## src/pkg/acs_params.svh

```systemverilog
// Offsets, field positions, reset values and timing counts of the sequencer
`ifndef ACS_PARAMS_SVH
`define ACS_PARAMS_SVH

`define ACS_OFS_CTRL     8'h00
`define ACS_OFS_SELECT   8'h04
`define ACS_OFS_STATUS   8'h08
`define ACS_OFS_MASK     8'h0C
`define ACS_OFS_RESULT0  8'h10
`define ACS_OFS_RESULT1  8'h14
`define ACS_OFS_RESULT2  8'h18
`define ACS_OFS_RESULT3  8'h1C

`define ACS_CTRL_EN      0
`define ACS_CTRL_START   1
`define ACS_CTRL_LOOP    2
`define ACS_CTRL_FREEZE  3
`define ACS_CTRL_LAST    4
`define ACS_CTRL_FDLY    8
`define ACS_CTRL_GDLY    12
`define ACS_CTRL_TDLY    16

`define ACS_CTRL_RST     32'h0000_0000
`define ACS_SELECT_RST   32'h7654_3210
`define ACS_MASK_RST     1'b1

`define ACS_CLK_HZ       200000000
`define ACS_TICK_HZ      1330000
`define ACS_DIV_CYCLES   (`ACS_CLK_HZ / `ACS_TICK_HZ)
`define ACS_SYNC_US      30
`define ACS_SYNC_TICKS   ((`ACS_SYNC_US * `ACS_TICK_HZ) / 1000000)
`define ACS_DLY_US       40
`define ACS_DLY_TICKS    ((`ACS_DLY_US * `ACS_TICK_HZ + 999999) / 1000000)

`endif

```

## src/pkg/acs_pkg.sv

```systemverilog
// Types shared by the conversion sequencer
package acs_pkg;
    typedef enum logic [4:0] {
        ST_CAL   = 5'h01,
        ST_IDLE  = 5'h02,
        ST_SYNC  = 5'h04,
        ST_DELAY = 5'h08,
        ST_CONV  = 5'h10
    } acs_state_type;
    typedef logic [9:0] acs_code_type;
    typedef logic [3:0] acs_chan_type;
endpackage : acs_pkg

```

## src/logic/acs_sequencer.sv

```systemverilog
// Converter sequencer with AHB-Lite register slave
// Behaviour
// - Ten-bit codes from one shared core
// - Sequencing runs on divided 1.33 MHz tick
// - Sixteen input channels selectable per slot
// - Out-of-range saturation comes from core
// - Settings apply from the next sequence; first delay, loop and freeze bits are read from ctrl while running
// - Done flag set; irq when unmasked
// - Calibrate at power-on before conversions
// - Core active while enabled or calibrating
// - Start bit begins a conversion series
// - Sync wait then first delay
// - Gap delay between consecutive conversions
// - Tail delay only in loop mode
// - All delay fields reset to zero
// - Delay is code times 40 us
// - At most eight conversions per pass
// - Each slot stores its own result
// - Pass runs slot zero to last slot
// - Loop mode repeats passes, resets off
// - Freeze stops result updates in loop
// - Results readable in four registers
// - Channels 12-15 as inputs without touch
//
// The implementer's own choices: the AHB-Lite register port and the address map.
`include "acs_params.svh"

module acs_sequencer (
    input  wire logic                  hclk,
    input  wire logic                  hresetn,
    input  wire logic                  hsel,
    input  wire logic [31:0]           haddr,
    input  wire logic [1:0]            htrans,
    input  wire logic                  hwrite,
    input  wire logic [2:0]            hsize,
    input  wire logic [31:0]           hwdata,
    input  wire logic                  hready,
    output logic      [31:0]           hrdata,
    output logic                       hreadyout,
    output logic                       hresp,
    input  wire logic                  core_done,
    input  wire acs_pkg::acs_code_type core_data,
    input  wire logic                  core_cal_done,
    input  wire logic                  touch_screen_on,
    output logic                       core_enable,
    output acs_pkg::acs_chan_type      core_channel,
    output logic                       core_start,
    output logic                       core_cal_start,
    output logic                       touch_gpio_sel,
    output logic                       irq_out
);
    import acs_pkg::*;

    acs_state_type state;
    logic [31:0]   ctrl;
    logic [31:0]   select_reg;
    logic          done_flag;
    logic          mask;
    logic          start_pend;
    logic          cal_issued;
    logic [7:0]    div_cnt;
    logic          tick;
    logic [9:0]    cnt;
    logic [2:0]    slot;
    logic [2:0]    run_last;
    logic [3:0]    run_gap;
    logic [3:0]    run_tail;
    logic [31:0]   run_sel;
    acs_code_type  result [8];
    logic          dp_wr;
    logic [7:0]    dp_addr;
    logic [31:0]   next_rdata;
    logic          addr_ok;
    logic          wr_ctrl;
    logic          wr_select;
    logic          wr_status;
    logic          wr_mask;
    logic          en;
    logic          loop_mode;
    logic          result_freeze;
    logic          take_cfg;
    logic          conv_end;
    logic          pass_end;
    acs_chan_type  cur_chan;
    logic [12:0]   sync_cycles;

    // Delay fields count in 40 us units of the slow tick
    function automatic logic [9:0] dly_ticks(input logic [3:0] code);
        dly_ticks = 10'(code) * 10'(`ACS_DLY_TICKS);
    endfunction : dly_ticks

    assign addr_ok   = hsel & hready & htrans[1] & (hsize == 3'h2);
    assign wr_ctrl   = dp_wr & (dp_addr == `ACS_OFS_CTRL);
    assign wr_select = dp_wr & (dp_addr == `ACS_OFS_SELECT);
    assign wr_status = dp_wr & (dp_addr == `ACS_OFS_STATUS);
    assign wr_mask   = dp_wr & (dp_addr == `ACS_OFS_MASK);

    assign en            = ctrl[`ACS_CTRL_EN];
    assign loop_mode     = ctrl[`ACS_CTRL_LOOP];
    assign result_freeze = ctrl[`ACS_CTRL_FREEZE];
    assign cur_chan      = run_sel[{slot, 2'h0} +: 4];
    assign conv_end      = (state == ST_CONV) & en & core_done;
    assign pass_end      = conv_end & (slot == run_last);
    assign take_cfg      = ((state == ST_IDLE) & start_pend & en)
                         | (pass_end & loop_mode);

    // Zero wait states, always OKAY
    always_ff @(posedge hclk or negedge hresetn)
    begin
        if (!hresetn)
        begin
            dp_wr     <= 1'b0;
            dp_addr   <= 8'h00;
            hreadyout <= 1'b0;
            hresp     <= 1'b0;
        end
        else
        begin
            dp_wr     <= addr_ok & hwrite;
            dp_addr   <= haddr[7:0];
            hreadyout <= 1'b1;
            hresp     <= 1'b0;
        end
    end

    // Unmapped offsets read zero
    always_comb
    begin
        next_rdata = 32'h0000_0000;
        case (haddr[7:0])
            `ACS_OFS_CTRL:    next_rdata = ctrl;
            `ACS_OFS_SELECT:  next_rdata = select_reg;
            `ACS_OFS_STATUS:  next_rdata = {21'h0, slot, 2'h0,
                                            state != ST_CAL,
                                            (state != ST_IDLE) &
                                            (state != ST_CAL),
                                            3'h0, done_flag};
            `ACS_OFS_MASK:    next_rdata = {31'h0, mask};
            `ACS_OFS_RESULT0: next_rdata = {6'h0, result[1],
                                            6'h0, result[0]};
            `ACS_OFS_RESULT1: next_rdata = {6'h0, result[3],
                                            6'h0, result[2]};
            `ACS_OFS_RESULT2: next_rdata = {6'h0, result[5],
                                            6'h0, result[4]};
            `ACS_OFS_RESULT3: next_rdata = {6'h0, result[7],
                                            6'h0, result[6]};
            default:          next_rdata = 32'h0000_0000;
        endcase
    end

    // Read data is captured in the address phase
    always_ff @(posedge hclk or negedge hresetn)
    begin
        if (!hresetn)
            hrdata <= 32'h0000_0000;
        else if (addr_ok & ~hwrite)
            hrdata <= next_rdata;
        else
            hrdata <= 32'h0000_0000;
    end

    // Start bit is not stored; it reads back zero
    always_ff @(posedge hclk or negedge hresetn)
    begin
        if (!hresetn)
            ctrl <= `ACS_CTRL_RST;
        else if (wr_ctrl)
            ctrl <= {12'h0, hwdata[19:8], 1'h0, hwdata[6:4],
                     hwdata[3:2], 1'b0, hwdata[0]};
    end

    always_ff @(posedge hclk or negedge hresetn)
    begin
        if (!hresetn)
            select_reg <= `ACS_SELECT_RST;
        else if (wr_select)
            select_reg <= hwdata;
    end

    always_ff @(posedge hclk or negedge hresetn)
    begin
        if (!hresetn)
            mask <= `ACS_MASK_RST;
        else if (wr_mask)
            mask <= hwdata[0];
    end

    // A pass ending in the clearing cycle keeps the flag set
    always_ff @(posedge hclk or negedge hresetn)
    begin
        if (!hresetn)
            done_flag <= 1'b0;
        else if (pass_end)
            done_flag <= 1'b1;
        else if (wr_status & hwdata[0])
            done_flag <= 1'b0;
    end

    always_ff @(posedge hclk or negedge hresetn)
    begin
        if (!hresetn)
            irq_out <= 1'b0;
        else
            irq_out <= done_flag & ~mask;
    end

    // Start requests wait for calibration to finish
    always_ff @(posedge hclk or negedge hresetn)
    begin
        if (!hresetn)
            start_pend <= 1'b0;
        else if (wr_ctrl & hwdata[`ACS_CTRL_START] & hwdata[`ACS_CTRL_EN])
            start_pend <= 1'b1;
        else if (!en | ((state == ST_IDLE) & start_pend))
            start_pend <= 1'b0;
    end

    // Slow tick for the sync and delay counters of the sequencing
    always_ff @(posedge hclk or negedge hresetn)
    begin
        if (!hresetn)
        begin
            div_cnt <= 8'h00;
            tick    <= 1'b0;
        end
        else if (div_cnt == 8'(`ACS_DIV_CYCLES - 1))
        begin
            div_cnt <= 8'h00;
            tick    <= 1'b1;
        end
        else
        begin
            div_cnt <= div_cnt + 8'h01;
            tick    <= 1'b0;
        end
    end

    // Slot count, gap, tail and selection are frozen per pass so host writes never tear them
    always_ff @(posedge hclk or negedge hresetn)
    begin
        if (!hresetn)
        begin
            run_last <= 3'h0;
            run_gap  <= 4'h0;
            run_tail <= 4'h0;
            run_sel  <= 32'h0000_0000;
        end
        else if (take_cfg)
        begin
            run_last <= ctrl[`ACS_CTRL_LAST +: 3];
            run_gap  <= ctrl[`ACS_CTRL_GDLY +: 4];
            run_tail <= ctrl[`ACS_CTRL_TDLY +: 4];
            run_sel  <= select_reg;
        end
    end

    always_ff @(posedge hclk or negedge hresetn)
    begin
        if (!hresetn)
        begin
            state <= ST_CAL;
            cnt   <= 10'h000;
            slot  <= 3'h0;
        end
        else
        begin
            unique case (state)
                ST_CAL:
                    if (core_cal_done)
                        state <= ST_IDLE;
                ST_IDLE:
                    if (start_pend & en)
                    begin
                        state <= ST_SYNC;
                        cnt   <= 10'(`ACS_SYNC_TICKS);
                        slot  <= 3'h0;
                    end
                ST_SYNC:
                    if (!en)
                        state <= ST_IDLE;
                    else if (tick)
                    begin
                        if (cnt == 10'h000)
                        begin
                            state <= ST_DELAY;
                            cnt   <= dly_ticks(ctrl[`ACS_CTRL_FDLY +: 4]);
                        end
                        else
                            cnt <= cnt - 10'h001;
                    end
                ST_DELAY:
                    if (!en)
                        state <= ST_IDLE;
                    else if (cnt == 10'h000)
                        state <= ST_CONV;
                    else if (tick)
                        cnt <= cnt - 10'h001;
                ST_CONV:
                    if (!en)
                        state <= ST_IDLE;
                    else if (pass_end & loop_mode)
                    begin
                        state <= ST_DELAY;
                        slot  <= 3'h0;
                        cnt   <= dly_ticks(run_tail);
                    end
                    else if (pass_end)
                        state <= ST_IDLE;
                    else if (conv_end)
                    begin
                        state <= ST_DELAY;
                        slot  <= slot + 3'h1;
                        cnt   <= dly_ticks(run_gap);
                    end
                default:
                    state <= ST_IDLE;
            endcase
        end
    end

    // Saturation of out-of-range inputs happens inside the core
    always_ff @(posedge hclk or negedge hresetn)
    begin
        if (!hresetn)
        begin
            for (int i = 0; i < 8; i++)
                result[i] <= 10'h000;
        end
        else if (conv_end & ~(loop_mode & result_freeze))
            result[slot] <= core_data;
    end

    always_ff @(posedge hclk or negedge hresetn)
    begin
        if (!hresetn)
        begin
            core_start     <= 1'b0;
            core_channel   <= 4'h0;
            touch_gpio_sel <= 1'b0;
            core_enable    <= 1'b0;
        end
        else
        begin
            core_start     <= (state == ST_DELAY) & en & (cnt == 10'h000);
            core_channel   <= cur_chan;
            touch_gpio_sel <= ~touch_screen_on & (cur_chan >= 4'hC);
            core_enable    <= en | (state == ST_CAL);
        end
    end

    // One calibration request after power-on
    always_ff @(posedge hclk or negedge hresetn)
    begin
        if (!hresetn)
        begin
            cal_issued     <= 1'b0;
            core_cal_start <= 1'b0;
        end
        else
        begin
            cal_issued     <= 1'b1;
            core_cal_start <= ~cal_issued;
        end
    end

    always_ff @(posedge hclk or negedge hresetn)
    begin
        if (!hresetn)
            sync_cycles <= 13'h0000;
        else if (state == ST_SYNC)
            sync_cycles <= sync_cycles + 13'h0001;
        else
            sync_cycles <= 13'h0000;
    end
endmodule : acs_sequencer

```

## config.mk

```make
export PLATFORM = sky130hd
export DESIGN_NAME = acs_sequencer
export DESIGN_NICKNAME = d
export VERILOG_FILES = /design/src/pkg/acs_pkg.sv /design/src/logic/acs_sequencer.sv
export VERILOG_INCLUDE_DIRS = /design/src /design/src/pkg
export SDC_FILE = /design/constraint.sdc
export NUM_CORES = 1
export LEC_CHECK = 0
export BUFFER_PORTS_ARGS = -buffer_cell sky130_fd_sc_hd__buf_2
export CAP_MARGIN = 20
export CORE_ASPECT_RATIO = 0.75
export CORE_MARGIN = 5
export CORE_UTILIZATION = 45
export CTS_CLUSTER_SIZE = 25
export DETAILED_ROUTE_END_ITERATION = 10
export PLACE_DENSITY = 0.74
export SLEW_MARGIN = 20
export SYNTH_ARGS = -nofsm -noshare
export SYNTH_HDL_FRONTEND = slang
export SYNTH_SLANG_ARGS = --single-unit
```

## constraint.sdc

```tcl
create_clock -name hclk -period 3 [get_ports hclk]
set_input_delay 0 -clock hclk [delete_from_list [all_inputs] [get_ports hclk]]
set_output_delay 0 -clock hclk [all_outputs]
set_load 0.01 [all_outputs]
```

* After elaboration in Yosys (flattened, before gate mapping)
Cells that the tools add are included.
** Storage, ports and cells
- Output and inout port bits :: 43
- Logic and storage cells :: 164
- Register bits after elaboration :: 254
- Bits of input ports :: 87
** Cells by class
- Bitwise logic cells :: 35
- Add/sub/neg operators :: 3
- Order comparisons :: 3
- Reductions and logical operators :: 12
- Equal/unequal tests :: 34
- Shift-type cells :: 1
- Multiply operators :: 3
- Multiplexer cells :: 41
** Operators with widths (count)
- one-hot mux 32 bit (8 select lines) :: 1
- two-way mux 10 bit :: 12
- bitwise mux 80 bit :: 1
- two-way mux 5 bit :: 11
- one-hot mux 10 bit (4 select lines) :: 1
- equality test 8 x 4 -> 1 bit, second input constant :: 4
- equality test 8 x 5 -> 1 bit, second input constant :: 4
- two-way mux 32 bit :: 1
- variable part select 32 x 6 -> 4 bit :: 1
- demux 10 bit (select 3 bit) :: 1
- multiplier 4 x 5 -> 9 bit, second input constant :: 3
- bitwise AND 1 bit :: 26
- one-hot mux 5 bit (5 select lines) :: 1
- equality test 8 x 3 -> 1 bit, second input constant :: 2
- zero test 8 bit :: 2
- two-way mux 3 bit :: 5
- inequality test 2 bit, second input constant :: 7
- zero test 10 bit :: 1
- AND reduction 10 bit :: 1
- subtractor 10 x 1 -> 10 bit, second input constant :: 1
- inequality test 3 bit, second input constant :: 3
- adder 8 x 1 -> 8 bit, second input constant :: 1
- equality test 8 bit, second input constant :: 1
- greater-or-equal comparator 4 bit, second input constant :: 2
- other kinds (26) :: 39

* Logic depth before layout (Yosys ltp)
Gate-level depths: netlist of run 1.
- Depth in word-level cells :: 8
- Mapped depth :: 11
- Depth with buffers taken out :: 11

* Worst setup path before layout of run 1
No wires, ideal clock.
- Path kind :: flip-flop to flip-flop
- Start :: reg ctrl[9]
- End :: reg cnt[8]
- Required time :: 2879 ps
- Stages on the path, launching flop included :: 10
- Period minus slack after synthesis :: 2545 ps
- Setup time :: 121 ps
- Buffers on the path :: 0
- Slack :: 455 ps
- Data arrival time :: 2424 ps
- Path through :: dfrtp_1 > ha_1 > fa_1 > ha_1 > o21ai_0 > a22oi_1 > xor2_1 > o311ai_0 > o21ai_0 > a22o_1
** Between the ends
- Longest elaborated chain between the ends :: 5
** Ends and longest elaborated chain
- start: declaration :: line acs_sequencer.sv:55 : logic [31:0] ctrl;
- start signal: assignment :: line acs_sequencer.sv:166 : ctrl <= `ACS_CTRL_RST;
- start signal: assignment :: line acs_sequencer.sv:168 : ctrl <= {12'h0, hwdata[19:8], 1'h0, hwdata[6:4],
- multiplier 4 x 5 -> 9 bit :: line acs_sequencer.sv:89 : dly_ticks = 10'(code) * 10'(`ACS_DLY_TICKS);
- two-way mux 10 bit :: line acs_sequencer.sv:283 : if (cnt == 10'h000)
- two-way mux 10 bit :: line acs_sequencer.sv:281 : else if (tick)
- two-way mux 10 bit :: line acs_sequencer.sv:279 : if (!en)
- one-hot mux 10 bit (4 select lines) :: line acs_sequencer.sv:267 : unique case (state)
- end signal: assignment :: line acs_sequencer.sv:275 : cnt <= 10'(`ACS_SYNC_TICKS);
- end signal: assignment :: line acs_sequencer.sv:286 : cnt <= dly_ticks(ctrl[`ACS_CTRL_FDLY +: 4]);
- end signal: assignment :: line acs_sequencer.sv:289 : cnt <= cnt - 10'h001;
- end: declaration :: line acs_sequencer.sv:63 : logic [9:0] cnt;
No other way between the ends. The select of a mux whose other input is x is not followed.
A chain may end at the register's enable or synchronous reset.

* Worst setup path in the final report of run 1
- Start :: reg run_tail[2]
- End :: reg cnt[9]
** Between the ends
- Longest elaborated chain between the ends :: 4
** Ends and longest elaborated chain
- start: declaration :: line acs_sequencer.sv:67 : logic [3:0] run_tail;
- start signal: assignment :: line acs_sequencer.sv:252 : run_tail <= ctrl[`ACS_CTRL_TDLY +: 4];
- multiplier 4 x 5 -> 9 bit :: line acs_sequencer.sv:89
- two-way mux 10 bit :: line acs_sequencer.sv:301 : else if (pass_end & loop_mode)
- two-way mux 10 bit :: line acs_sequencer.sv:299 : if (!en)
- one-hot mux 10 bit (4 select lines) :: line acs_sequencer.sv:267
- end signal: assignment :: line acs_sequencer.sv:275
- end signal: assignment :: line acs_sequencer.sv:297 : cnt <= cnt - 10'h001;
- end signal: assignment :: line acs_sequencer.sv:305 : cnt <= dly_ticks(run_tail);
No other way between the ends. The select of a mux whose other input is x is not followed.

==> results.json, run 1 <==
{
  "status": "finished, final reports clean",
  "dpl.hpwl_um": 20800,
  "clock-skew-final_ps": 12.0,
  "rrSetupSlack_ps": 190,
  "antenna_found_initial": 0,
  "yosys_warnings": 0,
  "gp_congestion": 0.846,
  "hold_path_class": "input port to async pin",
  "worstSetupStartpointType": "flop",
  "grt_max_degree": 105,
  "synth.distinct_cells": 72,
  "synth-edff-count": 0,
  "asyncSetResetFlopFracSynth": 1.00,
  "crit_fanout": 4,
  "p_comb_frac": 0.039,
  "largest_register_ffs": 80,
  "portBuffers": 103,
  "syn-cell-area_mm2": 0.0120,
  "grt_pass1_vias": 8410,
  "fmax_mhz": 356,
  "powerDensity_mw_per_mm2": 475,
  "routed_wl_um": 29700,
  "tightest_slew_ps": 978,
  "leakagePower_nw": 7.00,
  "dpl_cell_area_mm2": 0.0130,
  "clock_power_share": 0.449,
  "wl_per_cell_um": 20.4,
  "die_w_um": 199,
  "drt_iter0_markers": 691,
  "p_int_w": 0.00534,
  "io_pins": 130,
  "max-slew-margin-rel": 0.342,
  "area_growth_pct": 19.6,
  "ys.flop_type": "dfrtp_1",
  "clock_path_buffers": 3,
  "drive_gt1_frac": 0.358,
  "vdd.ir_drop.worst_mv": 0.367,
  "placementRows": 51,
  "globalRouteOverflowTotal": 0,
  "nFillCells": 2173,
  "postLayoutCoreUtil": 0.551,
  "cts_tree": "yes",
  "place_inst": 1357,
  "drv_cap": 0,
  "start_util": 0.460,
  "maxSlewViolCount": 0,
  "cts_root_buf": "clkbuf_16",
  "post_cts_buffers": 0,
  "firstDrtPassIters": 5,
  "clkSinkCount": 254,
  "layout_min_cycle_time_ps": 2810,
  "p_seq_frac": 0.512,
  "via_per_inst": 5.69,
  "vias": 8292,
  "switching_share": 0.217,
  "most-common-layout-cells": "dfrtp_1 (240), mux2_2 (186), buf_2 (102)",
  "drtAntennaViolNets": 0,
  "period_share": 0.937,
  "final_cells": 1457,
  "nNetsFinal": 1231,
  "synth_area_leaders": "dfrtp_1 (50%), mux2_2 (17%), ha_1 (4.5%)",
  "finalHoldViolations": 0,
  "critical_path_class": "flop to flop",
  "grt_use_total": 0.199,
  "grt_pass1_wl_um": 47500,
  "yosys_register_bits": 254,
  "dieHeight_um": 151,
  "power_w": 0.00682,
  "htree_num_levels": 1,
  "regMostFlops": "result",
  "finalInstanceArea_mm2": 0.0144,
  "synth_cells": 927,
  "clk_latency_ps": 520,
  "arrival_ps": 3200,
  "ys_seq_area_frac": 0.531,
  "p_sw_w": 0.00148,
  "end_kind": "flop",
  "final_common_cell": "dfrtp_1",
  "insertedDiodeCount": 0,
  "core-area_mm2": 0.0261,
  "syn_nets": 1063,
  "route.detailed.drc": 0,
  "finalSetupViolations": 0,
  "synth.top_cell.area_share": 0.500,
  "yosys.area.top_type": "dfrtp_1",
  "path_clk_slew_ps": 70,
  "avgSynthCellArea_um2": 13.0,
  "numCtsBuffers": 24,
  "critPathRequiredTime_ps": 3390,
  "design.die.area_mm2": 0.0301
}
## per-layer routing
layer / vias to the layer above / share of wire / track usage
li1: 3737 / - / -
met1: 4255 / 0.47 / 0.306
met2: 271 / 0.45 / 0.304
met3: 29 / 0.071 / 0.0336
met4: 0 / 0.014 / 0.0342
met5: - / 0 / 0
## final timing paths
path | from | endpoint | cells after the start
worst max register to register | run_tail[2] | cnt[9] | 11
min in group hclk | hready | hrdata[30] | 5
worst max-delay path | run_tail[2] | cnt[9] | 11
worst min register to register | cal_issued | core_cal_start | 1
max in group asynchronous | hresetn | run_sel[20] | 3
worst min-delay path | hresetn | core_cal_start | 2
## synthesized netlist by cell type, drive strengths merged (3+ instances only)
| cell type | n |
|---|---|
| a211oi | 6 |
| a21oi | 33 |
| a222oi | 11 |
| a22o | 9 |
| a22oi | 29 |
| a31oi | 4 |
| and2 | 7 |
| and3 | 13 |
| and3b | 3 |
| buf | 30 |
| clkbuf | 15 |
| dfrtp | 240 |
| dfstp | 14 |
| fa | 6 |
| ha | 43 |
| inv | 21 |
| mux2 | 186 |
| mux2i | 10 |
| mux4 | 11 |
| nand2 | 36 |
| nand2b | 4 |
| nand3 | 12 |
| nand3b | 7 |
| nand4 | 3 |
| nor2 | 43 |
| nor2b | 9 |
| nor3 | 14 |
| nor3b | 3 |
| nor4 | 6 |
| o21ai | 32 |
| o221ai | 4 |
| o31ai | 3 |
| or3 | 4 |
| or4 | 3 |
| xnor2 | 13 |
| xor2 | 12 |
## critical path, cell delays in order (launching register included)
cell	delay, ps
dfrtp_1	390
inv_1	60
ha_1	320
fa_1	520
inv_1	40
ha_1	230
a211oi_2	300
o21bai_1	120
a21oi_1	180
xor2_1	160
a2bb2oi_1	240
o211ai_1	110
## layout make-up
class / instances / area [um^2] / share of cell area
clock buffers: 36 / 727 / 0.0506
clock inverters: 8 / 67.6 / 0.00470
inverters: 21 / 78.8 / 0.00549
multi-input cells: 607 / 5360 / 0.373
flip-flops and latches: 254 / 6370 / 0.444
well taps: 344 / 430 / 0.0300
repair buffers: 187 / 1330 / 0.0928
## per-stage QoR
step	setup TNS [ps]	setup slack [ps]	hold slack (ps)
2_1_floorplan	0	455	-296
3_3_place_gp	0	239	103
3_5_place_dp	0	208	110
4_1_cts	0	174	81.1
5_1_grt	-14.8	-14.8	113
6_report	0	190	94.7
## timing repair
item / CTS / global route
setup endpoints to repair: 0 / 2
hold endpoints to repair: 246 / 0
hold buffers: 56 / 0
resized for setup: 0 / 2
## power groups by stage
stage                     clock network, W  logic (W)  registers [W]
after detailed placement                 0   0.000214        0.00355
after global placement                   0   0.000211        0.00355
after CTS                          0.00313   0.000271        0.00349
after floorplan                          0  0.0000539        0.00354
final                              0.00306   0.000267        0.00349
after global routing               0.00326   0.000298        0.00349
## cells by family (layout without fill, tap and decap cells)
family / Yosys count / count (layout) / synth area share
xor+xnor: 25 / 25 / 0.0182
buf+inv: 66 / 252 / 0.0242
flops: 254 / 254 / 0.531
mux: 207 / 207 / 0.203
fa+ha+maj: 49 / 49 / 0.0548
simple gates: 173 / 173 / 0.0819
compound gates: 151 / 151 / 0.0863
other cells: 2 / 2 / 0.000625
(Power assumes the default switching activity.)
==> run 2: changes to the inputs <==
--- a/config.mk
+++ b/config.mk
@@ -10,10 +10,10 @@
 export CAP_MARGIN = 20
 export CORE_ASPECT_RATIO = 0.75
 export CORE_MARGIN = 5
-export CORE_UTILIZATION = 45
+export CORE_UTILIZATION = 30
 export CTS_CLUSTER_SIZE = 25
 export DETAILED_ROUTE_END_ITERATION = 10
-export PLACE_DENSITY = 0.74
+export PLACE_DENSITY = 0.56
 export SLEW_MARGIN = 20
 export SYNTH_ARGS = -nofsm -noshare
 export SYNTH_HDL_FRONTEND = slang
==> results.json, run 2 (synthesized netlist as in run 1, its figures left out) <==
{
  "path_buf_inv": 2,
  "most-common-layout-cells": "dfrtp_1 (240), mux2_2 (186), buf_2 (102)",
  "die_w_um": 241,
  "rrSetupSlack_ps": 250,
  "path_clk_slew_ps": 60,
  "end_kind": "flop",
  "grt_pass1_wl_um": 50600,
  "max-slew-margin-rel": 0.539,
  "timing.rr.start": "run_tail[2]",
  "finalSetupViolations": 0,
  "nFillCells": 3946,
  "vias": 8219,
  "numCtsBuffers": 26,
  "firstDrtPassIters": 5,
  "htree_num_levels": 1,
  "arrival_ps": 3170,
  "core-area_mm2": 0.0396,
  "grt_max_degree": 86,
  "drv_cap": 0,
  "status": "finished, final reports clean",
  "hold_path_class": "input port to async pin",
  "nNetsFinal": 1238,
  "io_pins": 130,
  "critPathSlowestCell": "fa_1",
  "portBuffers": 103,
  "cts_tree": "yes",
  "cts_root_buf": "clkbuf_16",
  "clock_path_buffers": 3,
  "tightest_slew_ps": 688,
  "drt_iter0_markers": 504,
  "wl_met3_um": 1720,
  "grt_pass1_vias": 8495,
  "placementRows": 63,
  "gp_congestion": 0.866,
  "crit_cells": 11,
  "cp_slowest_stage_delay_ps": 540,
  "regMostFlops": "result",
  "drive_gt1_frac": 0.361,
  "rsz0062_at_grt": "no",
  "design.die.area_mm2": 0.0442,
  "route.detailed.drc": 0,
  "leakagePower_nw": 7.06,
  "drtAntennaViolNets": 0,
  "worstSetupStartpointType": "flop",
  "critical_path_class": "flop to flop",
  "r2r_cells": 11,
  "start_util": 0.304,
  "grt_use_total": 0.145,
  "clock-skew-final_ps": 27.1,
  "crit_end": "cnt[9]",
  "fin_tns_setup_ps": 0,
  "wl_met1_um": 16000,
  "pre_cts_ws_ps": 206,
  "dieHeight_um": 183,
  "antenna_found_initial": 0,
  "top_layer": "met4",
  "crit_start": "run_tail[2]",
  "insertedDiodeCount": 0,
  "maxSlewViolCount": 0,
  "crit_fanout": 4,
  "fmax_mhz": 364,
  "routed_wl_um": 32100,
  "critPathRequiredTime_ps": 3420,
  "clk_latency_ps": 570,
  "period_share": 0.916,
  "clkSinkCount": 254,
  "layout_min_cycle_time_ps": 2750,
  "area_growth_pct": 22.7,
  "crit_family": "adder cells",
  "post_cts_buffers": 0,
  "worst_slack_ps": 252,
  "path_cells": "inv_1 -> ha_1 -> fa_1 -> inv_1 -> ha_1 -> a211oi_2 -> o21bai_1 -> a21oi_1 -> xor2_1 -> a2bb2oi_1 -> o211ai_1",
  "finalHoldViolations": 0,
  "dpl.hpwl_um": 22700,
  "final_common_cell": "dfrtp_1",
  "powerDensity_mw_per_mm2": 486,
  "dr_wl_met2_um": 13700,
  "via_per_inst": 5.01,
  "vdd.ir_drop.worst_mv": 0.388,
  "wl_per_cell_um": 19.6,
  "largest_register_ffs": 80,
  "reg2reg_to": "cnt[9]",
  "globalRouteOverflowTotal": 0
}
[run 2: cell count changes in the layout (fill, tap and decap cells not counted), moves of 2 or more]
cell       change
clkbuf_1       +4
bufinv_16      +2
clkinv_2       -3
buf_4          +5
[run 2: metrics by stage]
step           power [W]  instances  area [um^2]   util  hold slack [ps]
2_1_floorplan    0.00359        927        12000      -             -296
3_3_place_gp     0.00377       1537        13300  0.335             60.9
3_5_place_dp     0.00377       1537        13300  0.335             61.0
4_1_cts          0.00727       1642        14700  0.372             37.5
5_1_grt          0.00743       1642        14700  0.372             80.5
6_report         0.00716       1642        14700  0.372             21.6
[run 2: worst min path at each step]
stage	depth (start not counted)	endpoint	slack (ps)
floorplan	0	cal_issued	-300
detailed placement	1	select_reg[23]	60
global route	2	result[47]	80
global placement	1	select_reg[23]	60
finish	2	result[47]	20
CTS	2	select_reg[23]	40
[run 2: routing by layer]
layer,vias up,global-route usage
met5,-,0
met4,0,0.0293
met3,48,0.0277
met2,217,0.215
met1,4190,0.221
li1,3764,-
[run 2: area by class of cell]
type / instances / area [um^2] / share of cell area
clock inverter: 8 / 144 / 0.00977
inverter: 21 / 78.8 / 0.00535
multi-input combinational: 607 / 5370 / 0.365
timing repair buffer: 192 / 1360 / 0.0924
clock buffer: 40 / 753 / 0.0511
sequential: 254 / 6370 / 0.433
tap: 520 / 651 / 0.0442
[run 2: power breakdown]
group          leakage, nW  total [W]  internal (W)  switching [W]
registers             3.40    0.00349       0.00346      0.0000264
logic                 3.22   0.000272      0.000119       0.000153
clock network        0.437    0.00340       0.00200        0.00140
[run 2: repair_timing]
item | 4_1_cts | 5_1_grt
resized for setup | 0 | 6
hold endpoints to repair | 289 | 0
hold buffers | 57 | 0
endpoints found under the setup margin | 0 | 2
==> run 3: changes to the inputs <==
--- a/config.mk
+++ b/config.mk
@@ -10,10 +10,10 @@
 export CAP_MARGIN = 20
 export CORE_ASPECT_RATIO = 0.75
 export CORE_MARGIN = 5
-export CORE_UTILIZATION = 30
+export CORE_UTILIZATION = 25
 export CTS_CLUSTER_SIZE = 25
 export DETAILED_ROUTE_END_ITERATION = 10
-export PLACE_DENSITY = 0.56
+export PLACE_DENSITY = 0.51
 export SLEW_MARGIN = 20
 export SYNTH_ARGS = -nofsm -noshare
 export SYNTH_HDL_FRONTEND = slang
==> results.json, run 3 (synthesized netlist as in run 1, its figures left out) <==
{
  "worstSetupStartpointType": "flop",
  "via_per_inst": 4.67,
  "regMostFlops": "result",
  "critical_path_class": "flop to flop",
  "gp_congestion": 0.815,
  "cts_tree": "yes",
  "end_kind": "flop",
  "antenna_found_initial": 2,
  "area_growth_pct": 23.9,
  "drt_iter0_markers": 594,
  "grt_use_total": 0.126,
  "globalRouteOverflowTotal": 0,
  "vias": 8237,
  "dieHeight_um": 200,
  "numCtsBuffers": 27,
  "crit_fanout": 4,
  "path_clk_slew_ps": 60,
  "start_util": 0.253,
  "cts_root_buf": "clkbuf_16",
  "clk_latency_ps": 560,
  "firstDrtPassIters": 5,
  "core-area_mm2": 0.0475,
  "leakagePower_nw": 7.05,
  "finalHoldViolations": 2,
  "routed_wl_um": 33800,
  "dpl.hpwl_um": 24100,
  "grt_pass1_wl_um": 52300,
  "violations": "hold timing",
  "placementRows": 69,
  "largest_register_ffs": 80,
  "nNetsFinal": 1237,
  "layout_min_cycle_time_ps": 2810,
  "fmax_mhz": 356,
  "drive_gt1_frac": 0.359,
  "design.die.area_mm2": 0.0526,
  "vdd.ir_drop.worst_mv": 0.320,
  "fin_tns_setup_ps": 0,
  "hold_path_class": "input port to async pin",
  "period_share": 0.935,
  "critPathRequiredTime_ps": 3430,
  "post_cts_buffers": 0,
  "grt_max_degree": 70,
  "postLayoutCoreUtil": 0.313,
  "die_w_um": 263,
  "status": "complete, but fails checks",
  "htree_num_levels": 1,
  "clock-skew-final_ps": 10.1,
  "maxSlewViolCount": 0,
  "max-slew-margin-rel": 0.574,
  "tightest_slew_ps": 634,
  "clock_path_buffers": 3,
  "finalSetupViolations": 0,
  "powerDensity_mw_per_mm2": 485,
  "drtAntennaViolNets": 0,
  "io_pins": 130,
  "wl_per_cell_um": 19.2,
  "clkSinkCount": 254,
  "portBuffers": 103,
  "route.detailed.drc": 0,
  "grt_pass1_vias": 8329,
  "final_common_cell": "dfrtp_1",
  "arrival_ps": 3240,
  "drv_cap": 0,
  "hold_ws_ps": -4.75,
  "most-common-layout-cells": "dfrtp_1 (240), mux2_2 (186), buf_2 (102)"
}
## run 3: timing repair
item | CTS | global route
resized for setup | 0 | 2
setup endpoints to repair | 0 | 2
hold buffers | 57 | 0
hold endpoints to repair | 360 | 0
## run 3: routing by layer
metal / track usage / vias to the layer above / share of wire
li1: - / 3768 / -
met1: 0.202 / 4232 / 0.52
met2: 0.181 / 206 / 0.42
met3: 0.0240 / 29 / 0.053
met4: 0.0137 / 2 / 0.0085
met5: 0 / - / 0.00033
## run 3: stage by stage
stage / setup slack (ps) / power (W) / instances / instance area, um^2 / hold slack (ps)
after floorplan: 455 / 0.00359 / 927 / 12000 / -296
after global placement: 178 / 0.00377 / 1654 / 13400 / 13.9
after detailed placement: 173 / 0.00377 / 1654 / 13400 / 8.90
after CTS: 157 / 0.00734 / 1760 / 14900 / 17.1
after global routing: -11.6 / 0.00752 / 1761 / 14900 / 41.1
final: 194 / 0.00722 / 1762 / 14900 / -4.75
## run 3: area by class of cell
type | instances | area (um^2)
fillers | 4808 | 32600
flip-flops and latches | 254 | 6370
multi-input cells | 607 | 5370
repair buffers | 190 | 1350
well taps | 639 | 800
clock buffers | 42 | 782
clock inverters | 7 | 128
inverters | 21 | 78.8
diodes | 2 | 5.00
## run 3: report_power, final
part           internal [W]  total [W]  switching, W  leakage, nW
combinational      0.000119   0.000274      0.000154         3.21
clock               0.00206    0.00346       0.00140        0.441
sequential          0.00346    0.00349     0.0000298         3.40
total               0.00564    0.00722       0.00158         7.05
## run 3: final timing paths
kind / start / to / slack [ps] / cells past startpoint
max reg2reg: run_tail[2] / cnt[9] / 190 / 11
max: run_tail[2] / cnt[9] / 190 / 11
min in group hclk: haddr[7] / dp_addr[7] / 110 / 2
min: hresetn / div_cnt[3] / -5 / 2
max in group asynchronous: hresetn / select_reg[22] / 2050 / 3
min reg2reg: cal_issued / core_cal_start / 420 / 1
## run 3: worst max-delay path: stages, from the launching register on
cell and delay (ps):
dfrtp_1 400, inv_1 70, ha_1 330, fa_1 540, inv_1 50, ha_1 230, a211oi_2 270, o21bai_1 100
a21oi_1 170, xor2_1 160, a2bb2oi_1 260, o211ai_1 110
